File: config.mk
export PLATFORM = sky130hd
export DESIGN_NAME = iag_interrupt_aggregator
export DESIGN_NICKNAME = d
export VERILOG_FILES = /design/src/shared/iag_pkg.sv /design/src/iag_interrupt_aggregator.sv
export SDC_FILE = /design/constraint.sdc
export NUM_CORES = 1
export LEC_CHECK = 0
export BUFFER_PORTS_ARGS = -buffer_cell sky130_fd_sc_hd__buf_2
export CAP_MARGIN = 30
export CORE_MARGIN = 2
export CORE_UTILIZATION = 52
export DETAILED_ROUTE_END_ITERATION = 7
export PLACE_DENSITY = 0.76
export SETUP_SLACK_MARGIN = 0.3
export SLEW_MARGIN = 20
export SYNTH_ARGS = -nofsm -noshare
export SYNTH_HDL_FRONTEND = slang
export SYNTH_SLANG_ARGS = --single-unit
File: constraint.sdc
create_clock -name clock_i -period 12.8 [get_ports clock_i]
set_input_delay 0.64 -clock clock_i [delete_from_list [all_inputs] [get_ports clock_i]]
set_output_delay 0.64 -clock clock_i [all_outputs]
set_load 0.02 [all_outputs]
File: src/shared/iag_pkg.sv
`default_nettype none
package iag_pkg;
  // Five status/enable/clear sets, one control word, one receive word
  localparam int NSETS = 5;
  localparam logic [2:0] NO_SET = 3'h7;
  localparam logic [11:0] STAT_BASE = 12'h100;
  localparam logic [11:0] EN_BASE = 12'h118;
  localparam logic [11:0] CTRL_OFF = 12'h12C;
  localparam logic [11:0] RXHOLD_OFF = 12'h1FC;
  localparam logic [11:0] SET_STRIDE = 12'h004;
  // First status word event positions
  localparam int B_FRAME = 31;
  localparam int B_DISP = 30;
  localparam int B_TDM_HALF = 29;
  localparam int B_TDM_END = 28;
  localparam int B_TDM_STEP = 27;
  localparam int B_IN_A = 26;
  localparam int B_IN_B = 25;
  localparam int B_CLK_ACT = 24;
  localparam int B_OVERRUN = 23;
  localparam int B_AUD_HALF = 22;
  localparam int B_AUD_END = 21;
  localparam int B_VOICE_HALF = 20;
  localparam int B_OTHER_LSB = 5;
  localparam logic [31:0] STAT1_MASK = 32'hFFFF_FFE0;
  // Control word fields
  localparam int C_GEN = 31;
  localparam int C_HREQ = 30;
  localparam int C_LREQ = 29;
  localparam int C_VEC_LSB = 16;
  // Values after reset
  localparam logic [31:0] STAT_RST = 32'h0000_0000;
  localparam logic [31:0] EN_RST = 32'h0000_0000;
  localparam logic GEN_RST = 1'b0;
  localparam logic [15:0] MASK_RST = 16'h0000;
  localparam logic [31:0] RX_RST = 32'h0000_0000;
endpackage : iag_pkg
`default_nettype wire

File: src/iag_interrupt_aggregator.sv
// Added by the designer: the APB slave port.
`timescale 1ns/1ps
`default_nettype none
// Operation
// - Events set readable sticky status bits
// - Pins give separate rise and fall bits
// - Per-bit read/write enable gates status
// - Low request is enabled OR times global
// - Writing one clears status, zero ignored
// - Clear shares status address and bit
// - Reset clears the global enable
// - Status held cleared throughout reset
// - Sixteen-bit priority mask, bit 15 highest
// - Masked high sources ORed into request
// - Overall request is high or low
// - Encoder gives highest pending level, 0 default
// - High drives int4, cond3; low int2
// - Five sets plus one control word
// - Frame end bit 31, alternation bit 30
// - TDM half 29, end 28, step 27
// - Input half A 26, half B 25
// - Link clock activity sets bit 24
// - Receive or transmit lag sets bit 23
// - Audio half 22, end 21, voice 20
// - Read returns half named by last event
// - Bytes 3..0 land in lanes 31..0
module iag_interrupt_aggregator
  import iag_pkg::*;
#(
  parameter int NUM_PINS = 4
) (
  // Clock and reset
  input wire logic clock_i,
  input wire logic rst_i,
  // APB slave
  input wire logic psel_i,
  input wire logic penable_i,
  input wire logic pwrite_i,
  input wire logic [11:0] paddr_i,
  input wire logic [31:0] pwdata_i,
  output logic [31:0] prdata_o,
  output logic pready_o,
  output logic pslverr_o,
  // Event pulses, first set then sets two to five
  input wire logic frame_end_event_i,
  input wire logic display_alternation_event_i,
  input wire logic tdm_buffer_half_event_i,
  input wire logic tdm_buffer_end_event_i,
  input wire logic tdm_pointer_step_event_i,
  input wire logic tdm_overrun_event_i,
  input wire logic audio_buffer_half_event_i,
  input wire logic audio_buffer_end_event_i,
  input wire logic voice_buffer_half_event_i,
  input wire logic [19:5] set1_other_event_i,
  input wire logic [4*32-1:0] sets2_5_event_i,
  // Asynchronous pins
  input wire logic [NUM_PINS-1:0] ext_pin_i,
  input wire logic tdm_link_clock_i,
  // TDM receive side
  input wire logic [7:0] rx_byte_i,
  input wire logic rx_byte_valid_i,
  input wire logic [1:0] rx_byte_lane_i,
  input wire logic rx_byte_half_b_i,
  input wire logic tdm_input_half_a_event_i,
  input wire logic tdm_input_half_b_event_i,
  input wire logic dma_rx_take_i,
  output logic [31:0] tdm_rx_hold_word_o,
  // High-priority sources 15..1
  input wire logic [15:1] hp_src_i,
  // Processor requests
  output logic cpu_int4_o,
  output logic cpu_int2_o,
  output logic cop_cond3_o,
  output logic irq_o
);

  function automatic logic [2:0] set_of(input logic [11:0] a, input logic [11:0] base);
    logic [2:0] r;
    r = NO_SET;
    for (int k = 0; k < NSETS; k++) begin
      if (a == base + 12'(k * 4)) begin
        r = 3'(k);
      end
    end
    return r;
  endfunction : set_of

  function automatic logic [3:0] top_level(input logic [15:0] g);
    logic [3:0] r;
    r = 4'h0;
    for (int k = 1; k < 16; k++) begin
      if (g[k]) begin
        r = 4'(k);
      end
    end
    return r;
  endfunction : top_level

  logic [31:0] stat_q [NSETS];
  logic [31:0] en_q [NSETS];
  logic [31:0] ev [NSETS];
  logic [31:0] clr [NSETS];
  logic gen_q;
  logic [15:0] mask_q;
  logic [31:0] prdata_q;
  logic [31:0] hold_a_q;
  logic [31:0] hold_b_q;
  logic [31:0] rx_word_q;
  logic rx_pend_q;
  logic [NUM_PINS:0] s1_q;
  logic [NUM_PINS:0] s2_q;
  logic [NUM_PINS:0] s3_q;
  logic [NUM_PINS:0] pst_q;
  logic [NUM_PINS:0] agree;
  logic [NUM_PINS-1:0] pin_rise;
  logic [NUM_PINS-1:0] pin_fall;
  logic clk_act;
  logic acc_wr;
  logic acc_rd;
  logic setup_rd;
  logic [2:0] st_idx;
  logic [2:0] en_idx;
  logic hit;
  logic take_now;
  logic rx_overrun;
  logic [15:0] gated_hp;
  logic [3:0] prio_vec;
  logic high_req;
  logic low_any;
  logic low_req;

  // APB decode
  assign acc_wr = psel_i && penable_i && pwrite_i;
  assign acc_rd = psel_i && penable_i && !pwrite_i;
  assign setup_rd = psel_i && !penable_i && !pwrite_i;
  assign st_idx = set_of(paddr_i, STAT_BASE);
  assign en_idx = set_of(paddr_i, EN_BASE);
  assign hit = (st_idx != NO_SET) || (en_idx != NO_SET) || (paddr_i == CTRL_OFF) || (paddr_i == RXHOLD_OFF);
  // Read data is captured in setup, so access never waits
  assign pready_o = psel_i && penable_i;
  assign pslverr_o = psel_i && penable_i && !hit;
  assign prdata_o = prdata_q;

  always_ff @(posedge clock_i or posedge rst_i) begin
    if (rst_i) begin
      prdata_q <= 32'h0000_0000;
    end else if (setup_rd) begin
      if (st_idx != NO_SET) begin
        prdata_q <= stat_q[st_idx];
      end else if (en_idx != NO_SET) begin
        prdata_q <= en_q[en_idx];
      end else if (paddr_i == CTRL_OFF) begin
        prdata_q <= {gen_q, high_req, low_req, 9'h000, prio_vec, mask_q};
      end else if (paddr_i == RXHOLD_OFF) begin
        prdata_q <= rx_word_q;
      end else begin
        prdata_q <= 32'h0000_0000;
      end
    end
  end

  // Three-stage pin sampling; link clock rides as top bit
  always_ff @(posedge clock_i or posedge rst_i) begin
    if (rst_i) begin
      s1_q <= '0;
      s2_q <= '0;
      s3_q <= '0;
      pst_q <= '0;
    end else begin
      s1_q <= {tdm_link_clock_i, ext_pin_i};
      s2_q <= s1_q;
      s3_q <= s2_q;
      for (int k = 0; k <= NUM_PINS; k++) begin
        if (agree[k]) begin
          pst_q[k] <= s3_q[k];
        end
      end
    end
  end

  assign agree = ~(s2_q ^ s3_q);
  assign pin_rise = agree[NUM_PINS-1:0] & s3_q[NUM_PINS-1:0] & ~pst_q[NUM_PINS-1:0];
  assign pin_fall = agree[NUM_PINS-1:0] & ~s3_q[NUM_PINS-1:0] & pst_q[NUM_PINS-1:0];
  // link clock activity
  // Only activity is seen; a link clock faster than ours may alias
  assign clk_act = agree[NUM_PINS] && (s3_q[NUM_PINS] != pst_q[NUM_PINS]);

  always_ff @(posedge clock_i or posedge rst_i) begin
    if (rst_i) begin
      hold_a_q <= RX_RST;
      hold_b_q <= RX_RST;
    end else if (rx_byte_valid_i) begin
      if (rx_byte_half_b_i) begin
        hold_b_q[{rx_byte_lane_i, 3'b000} +: 8] <= rx_byte_i;
      end else begin
        hold_a_q[{rx_byte_lane_i, 3'b000} +: 8] <= rx_byte_i;
      end
    end
  end

  assign take_now = (acc_rd && paddr_i == RXHOLD_OFF) || dma_rx_take_i;
  // new half before old one taken
  assign rx_overrun = (tdm_input_half_a_event_i || tdm_input_half_b_event_i) && rx_pend_q && !take_now;

  // word follows the latest half event
  always_ff @(posedge clock_i or posedge rst_i) begin
    if (rst_i) begin
      rx_word_q <= RX_RST;
      rx_pend_q <= 1'b0;
    end else begin
      if (tdm_input_half_a_event_i) begin
        rx_word_q <= hold_a_q;
      end else if (tdm_input_half_b_event_i) begin
        rx_word_q <= hold_b_q;
      end
      if (tdm_input_half_a_event_i || tdm_input_half_b_event_i) begin
        rx_pend_q <= 1'b1;
      end else if (take_now) begin
        rx_pend_q <= 1'b0;
      end
    end
  end
  assign tdm_rx_hold_word_o = rx_word_q;

  // Event vectors per set
  always_comb begin
    for (int k = 1; k < NSETS; k++) begin
      ev[k] = sets2_5_event_i[(k-1)*32 +: 32];
    end
    ev[0] = 32'h0000_0000;
    ev[0][19:B_OTHER_LSB] = set1_other_event_i;
    ev[0][B_FRAME] = frame_end_event_i;
    ev[0][B_DISP] = display_alternation_event_i;
    ev[0][B_TDM_HALF] = tdm_buffer_half_event_i;
    ev[0][B_TDM_END] = tdm_buffer_end_event_i;
    ev[0][B_TDM_STEP] = tdm_pointer_step_event_i;
    ev[0][B_IN_A] = tdm_input_half_a_event_i;
    ev[0][B_IN_B] = tdm_input_half_b_event_i;
    ev[0][B_CLK_ACT] = clk_act;
    ev[0][B_OVERRUN] = tdm_overrun_event_i || rx_overrun;
    ev[0][B_AUD_HALF] = audio_buffer_half_event_i;
    ev[0][B_AUD_END] = audio_buffer_end_event_i;
    ev[0][B_VOICE_HALF] = voice_buffer_half_event_i;
    // pin pairs in last set, fall even, rise odd
    for (int k = 0; k < NUM_PINS; k++) begin
      ev[NSETS-1][2*k] = ev[NSETS-1][2*k] | pin_fall[k];
      ev[NSETS-1][2*k+1] = ev[NSETS-1][2*k+1] | pin_rise[k];
    end
  end

  for (genvar g = 0; g < NSETS; g++) begin : g_set
    localparam logic [31:0] M = (g == 0) ? STAT1_MASK : 32'hFFFF_FFFF;
    always_comb begin
      clr[g] = (acc_wr && st_idx == 3'(g)) ? pwdata_i : 32'h0000_0000;
    end
    always_ff @(posedge clock_i or posedge rst_i) begin
      if (rst_i) begin
        stat_q[g] <= STAT_RST;
        en_q[g] <= EN_RST;
      end else begin
        stat_q[g] <= ((stat_q[g] & ~clr[g]) | ev[g]) & M;
        if (acc_wr && en_idx == 3'(g)) begin
          en_q[g] <= pwdata_i & M;
        end
      end
    end
  end

  // Control word: global enable and mask
  always_ff @(posedge clock_i or posedge rst_i) begin
    if (rst_i) begin
      gen_q <= GEN_RST;
      mask_q <= MASK_RST;
    end else if (acc_wr && paddr_i == CTRL_OFF) begin
      gen_q <= pwdata_i[C_GEN];
      mask_q <= pwdata_i[15:0];
    end
  end

  always_comb begin
    low_any = 1'b0;
    for (int k = 0; k < NSETS; k++) begin
      low_any = low_any | (|(stat_q[k] & en_q[k]));
    end
  end

  assign low_req = low_any && gen_q;
  // masked sources, bit 0 has no source
  assign gated_hp = mask_q & {hp_src_i, 1'b0};
  assign high_req = |gated_hp;
  assign prio_vec = top_level(gated_hp);
  assign cpu_int4_o = high_req;
  assign cop_cond3_o = high_req;
  assign cpu_int2_o = low_req;
  assign irq_o = high_req || low_req;
endmodule : iag_interrupt_aggregator
`default_nettype wire

# ---- Word-level counts from Yosys, hierarchy flattened
# Index checks and enable logic that the tools add are counted.
dict set report op_classes {
  bitwise 44
  shift 2
  mux 46
  order_cmp 2
  eq_ne 23
  add_sub_neg 1
  reduce_logical 45
}
# operator n
set op_table {}
lappend op_table {{$mux W32} 15}
lappend op_table {{$and A32 B32 Y32} 10}
lappend op_table {{$bmux W32 S3} 2}
lappend op_table {{$not A32 Y32} 5}
lappend op_table {{$or A32 B32 Y32} 5}
lappend op_table {{$reduce_or A32 Y1} 5}
lappend op_table {{$eq A12 B9 Y1 const B} 12}
lappend op_table {{$bwmux W32} 2}
lappend op_table {{$mux W4} 14}
lappend op_table {{$shift A8 B7 Y32 const A} 1}
lappend op_table {{$shiftx A8 B7 Y32} 1}
lappend op_table {{$mux W3} 10}
lappend op_table {{$logic_and A1 B1 Y1} 22}
lappend op_table {{$and A16 B16 Y16} 1}
lappend op_table {{$and A4 B4 Y4} 4}
lappend op_table {{$reduce_or A16 Y1} 1}
lappend op_table {{$eq A3 B2 Y1 const B} 4}
lappend op_table {{$or A1 B1 Y1} 12}
lappend op_table {{$ge A4 B4 Y1 const B} 2}
lappend op_table {{$not A3 Y4} 2}
lappend op_table {{$not A4 Y4} 2}
lappend op_table {{$logic_or A1 B1 Y1} 7}
lappend op_table {{$neg A5 Y7} 1}
lappend op_table {{$eq A3 B1 Y1 const B} 2}
lappend op_table {{11 further kinds} 21}
dict set report word_totals {
  output_inout_bits 70
  word_cells 188
  reg_bits 476
  input_bits 236
}

# ---- Longest topological paths before layout
# Gate-level depths: netlist of the first run.
dict set report logic_depth {
  ltp_word 19
  depth_mapped 9
  ltp_nobuf 6
}

# ---- Worst setup path before layout of the first run
# Ideal clock, no wire load.
dict set report synth_path {
  kind {in2out}
  start {in paddr_i[4]}
  end {out pslverr_o}
  required_ps 12160
  n_path_buf 4
  slack_ps 9683
  t_arrival_ps 2477
  path_stages 7
  path_cell_list {clkbuf_1 > or4b_1 > clkbuf_1 > nor4_1 > clkbuf_1 > buf_2 > nor4_1}
}
dict set report synth_between {
  elab_chain_cells 12
}
# item line_no
set synth_rtl {}
lappend synth_rtl {{start: declaration} iag_interrupt_aggregator.sv:39} ;# input wire logic [11:0] paddr_i,
lappend synth_rtl {{$eq A12 B9 Y1} iag_interrupt_aggregator.sv:81} ;# if (a == base + 12'(k * 4)) begin
lappend synth_rtl {{$mux W3 (5 in a row)} iag_interrupt_aggregator.sv:81}
lappend synth_rtl {{$ne A3 B3 Y1} iag_interrupt_aggregator.sv:138} ;# assign hit = (st_idx != NO_SET) || (en_idx != NO_SET) || (paddr_i == CTRL_OFF) || (paddr_i == RXHOLD_OFF);
lappend synth_rtl {{$logic_or A1 B1 Y1 (2 in a row)} iag_interrupt_aggregator.sv:138}
lappend synth_rtl {{$logic_or A1 B1 Y1 *} iag_interrupt_aggregator.sv:138}
lappend synth_rtl {{$logic_not A1 Y1 *} iag_interrupt_aggregator.sv:141} ;# assign pslverr_o = psel_i && penable_i && !hit;
lappend synth_rtl {{$logic_and A1 B1 Y1 *} iag_interrupt_aggregator.sv:141}
lappend synth_rtl {{end: declaration} iag_interrupt_aggregator.sv:43} ;# output logic pslverr_o,
# Every way passes the cells marked *; elsewhere a longest branch is shown, timed or not.

# ---- Worst setup path after layout of the first run
dict set report layout_path {
  start {reg stat_q[123] in the netlist's numbering}
  end {out irq_o}
}
dict set report layout_between {
  elab_chain_cells 8
}
# item line_no
set layout_rtl {}
lappend layout_rtl {{start: declaration} iag_interrupt_aggregator.sv:99} ;# logic [31:0] stat_q [NSETS];
lappend layout_rtl {{start signal: indexed assignment} iag_interrupt_aggregator.sv:261} ;# stat_q[g] <= ((stat_q[g] & ~clr[g]) | ev[g]) & M;
lappend layout_rtl {{$and A32 B32 Y32} iag_interrupt_aggregator.sv:283} ;# low_any = low_any | (|(stat_q[k] & en_q[k]));
lappend layout_rtl {{$reduce_or A32 Y1} iag_interrupt_aggregator.sv:283}
lappend layout_rtl {{$or A1 B1 Y1 (4 in a row)} iag_interrupt_aggregator.sv:283}
lappend layout_rtl {{$logic_and A1 B1 Y1} iag_interrupt_aggregator.sv:287} ;# assign low_req = low_any && gen_q;
lappend layout_rtl {{$logic_or A1 B1 Y1} iag_interrupt_aggregator.sv:295} ;# assign irq_o = high_req || low_req;
lappend layout_rtl {{end: declaration} iag_interrupt_aggregator.sv:74} ;# output logic irq_o
# No other way between the ends.

==> results.md, run 1 <==
- Max VDD drop: 0.09218 mV
- Post-Route Setup TNS: 0 ns
- Library cells used by synthesis: 62
- # hold bufs at CTS: 0
- CTS tree: built
- GRT Total Usage: 39.41%
- Port Buffers: 305
- Outcome: completed
- Antenna violations before repair: 5
- CORE AREA: 40920 um^2
- Slew @ Worst Pin: 0.9833 ns
- Predominant post-synthesis flop cell: dfrtp_1
- Total iterations of the first detailed-routing run: 6
- DIE AREA: 43260 um^2
- Initial Util: 52.88%
- Syn_nets: 2190
- First-pass GRT wire length: 125300 um
- Final Wtd Congestion: 1.010
- DR DRC count: 0
- Clock Root Buffer: clkbuf_16
- Post-Synthesis Cell Area: 21640 um^2
- Share of layout cells above drive strength 1: 28.02%
- Most numerous cell in the Yosys netlist: dfrtp_1
- Most frequent cells after synthesis: 476 x dfrtp_1, 345 x nand2_1, 172 x mux2_2
- CP startpoint kind: flip-flop
- Worst Path Max Fanout: 3
- Post-cts sizing count: 0
- Crit. End Element: output pin
- Area Overhead vs Synth: 17.58%
- Mean Syn Cell Area: 11.15 um^2
- Setup CP Type: reg -> out
- Vias in the first global route: 18280
- Final min period: 4.235 ns
- Post-synth EDFFs: 0
- Final setup violation count: 0
- Routed wire length: 86050 um
- First DRT Iteration DRCs: 2174
- Sequential share of the synthesized area: 55.04%
- Seq cells post-synth: 476
- Routed length per instance: 31.17 um
- Nets: 2437
- CTS H-Tree Depth: 2
- Max-slew violation count: 0
- Leading area contributor after synthesis: dfrtp_1
- Yosys warns: 0
- Largest cells by area after synthesis: dfrtp_1 55%, mux2_2 9.0%, nand2_1 6.0%, a21o_1 5.6%, o21ai_0 3.1%
- Layout Skew: 0.01780 ns
- WP data required: 12.16 ns
- Via Count: 18550
- F_max: 0.2361 GHz
- Max-cap violations: 0
- Hold WC Path Type: in -> async
- Share of the synthesized area in the top cell type: 55.04%
- Site Rows: 74
- Post-Synthesis Cells: 1941
- Final HPWL DP: 60780 um
- I/O pins: 306
- Pleak: 0.01103 uW
- Fin worst setup slack: 8.565 ns
- Pin count of the biggest net entering global routing: 183
- Final period util: 33.09%
- Clk sink count: 476
- Die H: 208 um
- Post-DR vias/cell: 6.717
- Die width: 208 um
- Routed Antenna Nets: 0
- GRT overflow: 0
- Maximum buffer depth of the clock tree: 3
- Clk_lat worst skew: 0.61 ns
- Max_slew headroom: 34.44%
- Reg clk slew, reported paths: 0.06 ns
- Pre-CTS WS: 8.867 ns
- Clock buffer count from CTS: 50
- Post-layout util: 62.18%
- Async SR Flop Fraction: 100.0%
- Crit path DAT: 3.60 ns
- Setup bufs post-CTS: 0
- Hold Violations, Final: 0
- Pwr dens: 134.3 nW/um^2
- RSZ-0062 raised after global routing: false
[logic make-up (layout without fill, tap and decap cells)]
group | after synthesis | in the layout | synth area share [%]
simple gates | 454 | 454 | 9.320
compound gates | 627 | 627 | 21.10
xor+xnor | 1 | 1 | 0.04048
buf+inv | 163 | 449 | 3.168
mux | 205 | 205 | 10.48
flops | 476 | 476 | 55.04
other cells | 0 | 2 | 0
fa+ha+maj | 15 | 15 | 0.8441
[power by group]
part	leakage (uW)	internal [uW]	total (uW)	switching, uW
clock	0.000883	948	1570	624
combinational	0.00444	85.4	259	174
sequential	0.00571	1550	1590	39.3
[critical path: stages (launching register included)]
cell and delay, ns:
dfrtp_1 0.43, a22o_1 0.36, a221oi_1 0.68, nand4_1 0.30
nor4_1 0.42, and3_1 0.47, o21ai_0 0.14, buf_2 0.18
[flip-flops by register name, indices dropped and copies added, names as in the netlist]
| signal | cells |
|---|---|
| en_q | 155 |
| mask_q | 16 |
| stat_q | 155 |
| hold_a_q | 32 |
| tdm_rx_hold_word_o | 32 |
| rx_pend_q | 1 |
| s1_q | 5 |
| s2_q | 5 |
| s3_q | 5 |
| hold_b_q | 32 |
| pst_q | 5 |
| prdata_o | 32 |
| gen_q | 1 |
[routing by layer]
layer	share of wire, %	track usage (%)	up-vias
li1	-	-	7694
met1	38	52.82	9341
met2	44	59.25	1238
met3	12	10.69	265
met4	5.7	19.81	8
met5	0.053	0	-
[final timing paths]
check	start	endpoint	slack (ns)	cells past startpoint
max	stat_q[123]	irq_o	8.56	7
max reg2reg	mask_q[12]	prdata_o[30]	9.86	6
min in group clock_i	tdm_link_clock_i	s1_q[4]	0.14	1
min reg2reg	s1_q[2]	s2_q[2]	0.35	0
min	rst_i	stat_q[150]	0.06	3
max in group asynchronous	rst_i	stat_q[158]	11.45	6
[metrics by stage]
| stage | total power (uW) | cell area [um^2] | hold slack, ns | cells |
|---|---|---|---|---|
| after floorplan | 1736 | 21640 | 0.3312 | 1941 |
| after global placement | 1861 | 23550 | 0.3317 | 2662 |
| after detailed placement | 1867 | 23550 | 0.3347 | 2662 |
| after CTS | 3422 | 25330 | 0.1247 | 2753 |
| after global routing | 3507 | 25440 | 0.07541 | 2759 |
| final | 3418 | 25450 | 0.06438 | 2761 |
[layout make-up]
cell class              instances  area [um^2]
repair buffers                340         1882
fillers                      3358        15480
diodes                          2        5.005
clock inverters                18        246.5
flip-flops and latches        476        11910
well taps                     532        665.6
clock buffers                  73         1531
multi-input cells            1302         9133
inverters                      18        71.32
[layout by cell type, fill, tap and decap left out, types with 14 or more instances in the layout]
cell type | synthesis | routed
o21ai_0 | 135 | 135
dfrtp_1 | 476 | 476
a21o_1 | 161 | 161
buf_2 | 41 | 307
a31oi_1 | 14 | 14
a221oi_1 | 64 | 64
a22o_1 | 48 | 48
buf_4 | 4 | 27
nand2_1 | 345 | 344
a221o_1 | 21 | 21
inv_1 | 18 | 17
a21oi_1 | 42 | 42
mux2_2 | 172 | 172
nor2_1 | 25 | 25
mux2i_1 | 32 | 32
a22oi_1 | 69 | 69
a222oi_1 | 33 | 33
clkbuf_16 | 0 | 53
No activity file was read; power rests on OpenSTA's default activity.
==> inputs of run 2 (changes only) <==
==> constraint.sdc (replaced) <==
create_clock -name clock_i -period 3.57 [get_ports clock_i]
set_input_delay 0.1785 -clock clock_i [delete_from_list [all_inputs] [get_ports clock_i]]
set_output_delay 0.1785 -clock clock_i [all_outputs]
set_load 0.02 [all_outputs]
==> results.md, run 2 (synthesized netlist as in run 1, its figures left out) <==
- GRT Total Usage: 42.54%
- DR DRC count: 32
- CORE AREA: 40920 um^2
- Hold Violations, Final: 0
- Total iterations of the first detailed-routing run: 8
- Post-DR vias/cell: 6.667
- Final HPWL DP: 62840 um
- Pin count of the biggest net entering global routing: 113
- GRT overflow: 0
- Biggest registers after layout: en_q: 155 flops, stat_q: 155 flops
- First DRT Iteration DRCs: 3072
- Int Pwr: 9057 uW
- Final min period: 3.236 ns
- First-pass GRT wire length: 135500 um
- Sequential share of power: 46.9%
- Placed cell count: 2693
- Fillers: 2898
- Clk_lat worst skew: 0.61 ns
- Worst reg-to-reg path cell count: 6
- Clock power frac: 44.0%
- Max-slew violation count: 0
- Slew @ Worst Pin: 0.9964 ns
- Final setup violation count: 0
- M2 GR Usage: 64.69%
- Maximum buffer depth of the clock tree: 3
- Share of layout cells above drive strength 1: 25.37%
- Routed length per instance: 30.29 um
- Final Wtd Congestion: 1.044
- Most used routing layer: met2
- Routed wire length: 93180 um
- Setup CP Type: reg -> out
- Worst Path Max Fanout: 3
- Max_slew headroom: 33.58%
- Pre-CTS WS: 0.5652 ns
- Reg clk slew, reported paths: 0.06 ns
- Clk sink count: 476
- Logic pwr share: 9.1%
- Outcome: finished, violations left
- CTS tree: built
- Final period util: 90.64%
- Crit path DAT: 3.06 ns
- Final Non-Filler Cells: 3076
- Met3 GRT Util: 12.20%
- DIE AREA: 43260 um^2
- Crit. End Element: output pin
- Pwr dens: 427.2 nW/um^2
- CTS H-Tree Depth: 2
- WP data required: 3.39 ns
- Switching share of power: 25.42%
- Clock buffer count from CTS: 51
- CP startpoint kind: flip-flop
- Max-cap violations: 0
- Failing checks: DRC
- Antenna violations before repair: 5
- M1 GR Usage: 54.57%
- Die H: 208 um
- Site Rows: 74
- Initial Util: 52.88%
- Sw Pwr: 3087 uW
- Most frequent cells in the layout: 476 x dfrtp_1, 345 x nand2_1, 307 x buf_2
- Via Count: 20510
- Pleak: 0.01199 uW
- Hold WC Path Type: in -> reg
- Die width: 208 um
- Fin worst setup slack: 0.3340 ns
- Nets: 2751
- Commonest non-fill, non-tap cell in the layout: dfrtp_1
- Hold path depth: 4
- Clock Root Buffer: clkbuf_16
- I/O pins: 306
- Vias in the first global route: 20610
- Port Buffers: 305
- F_max: 0.3090 GHz
- Area Overhead vs Synth: 31.35%
- Layout Skew: 0.01485 ns
- Max VDD drop: 0.3842 mV
- Routed Antenna Nets: 0
- RSZ-0062 raised after global routing: false
[run 2: cell count changes in the layout (fill, tap and decap cells not counted), moves of 2 or more]
| cell | delta |
|---|---|
| clkinv_2 | +2 |
| buf_16 | -3 |
| buf_4 | +22 |
| dlygate4sd3_1 | +286 |
| buf_12 | +8 |
| clkbuf_16 | -2 |
| a221oi_1 | -2 |
| clkbuf_1 | +8 |
| bufinv_16 | -2 |
| clkbuf_8 | -6 |
| a221oi_2 | +2 |
[run 2: critical path, stage by stage, from the launching register on]
cell      delay (ns)
dfrtp_1         0.51
a22o_1          0.23
a221oi_1        0.68
nand4_1         0.18
nor3_1          0.21
and3_2          0.35
o21ai_0         0.11
buf_2           0.18
[run 2: per-stage QoR]
stage	total power (uW)	TNS [ns]	cell area [um^2]	hold WS, ns	utilization, %
floorplan	6224	-1455.27	21640	0.2099	-
global placement	6677	0	23850	0.2887	58.28
detailed placement	6707	0	23890	0.2894	58.38
CTS	12110	0	28400	0.0002651	69.39
global route	12450	0	28420	0.02056	69.45
finish	12140	0	28420	0.01405	69.46
[run 2: worst paths after layout]
kind | start | to | slack (ns)
max | stat_q[48] | irq_o | 0.33
min | rx_byte_lane_i[0] | hold_a_q[16] | 0.01
max reg2reg | mask_q[11] | prdata_o[30] | 0.76
min reg2reg | s1_q[2] | s2_q[2] | 0.34
max in group asynchronous | rst_i | stat_q[114] | 2.27
min in group asynchronous | rst_i | s2_q[0] | 0.24
[run 2: area by class of cell]
class	count	area, um^2	area share, %
clock inverter	20	214.0	0.7527
clock buffer	73	1429	5.027
antenna	2	5.005	0.01761
tap	532	665.6	2.342
inverter	18	71.32	0.2509
multi-input combinational	1302	9141	32.16
timing repair buffer	653	4987	17.55
sequential	476	11910	41.90
[run 2: power groups by stage]
stage	combinational [uW]	clock (uW)	sequential [uW]
floorplan	391	0	5830
global placement	902	0	5780
detailed placement	926	0	5780
CTS	1080	5340	5680
global route	1180	5560	5700
finish	1110	5340	5690
[run 2: repair_timing]
item	CTS	global route
hold buffers	286	0
gates resized for setup	0	3
setup endpoints to repair	0	2
endpoints found under the hold margin	294	0
buffers inserted	0	0
[run 2: layer usage]
layer	vias to the layer above	routed length, um
met5	-	44
met4	6	6373
met3	400	12070
met2	1613	41270
met1	10150	33430
li1	8337	-
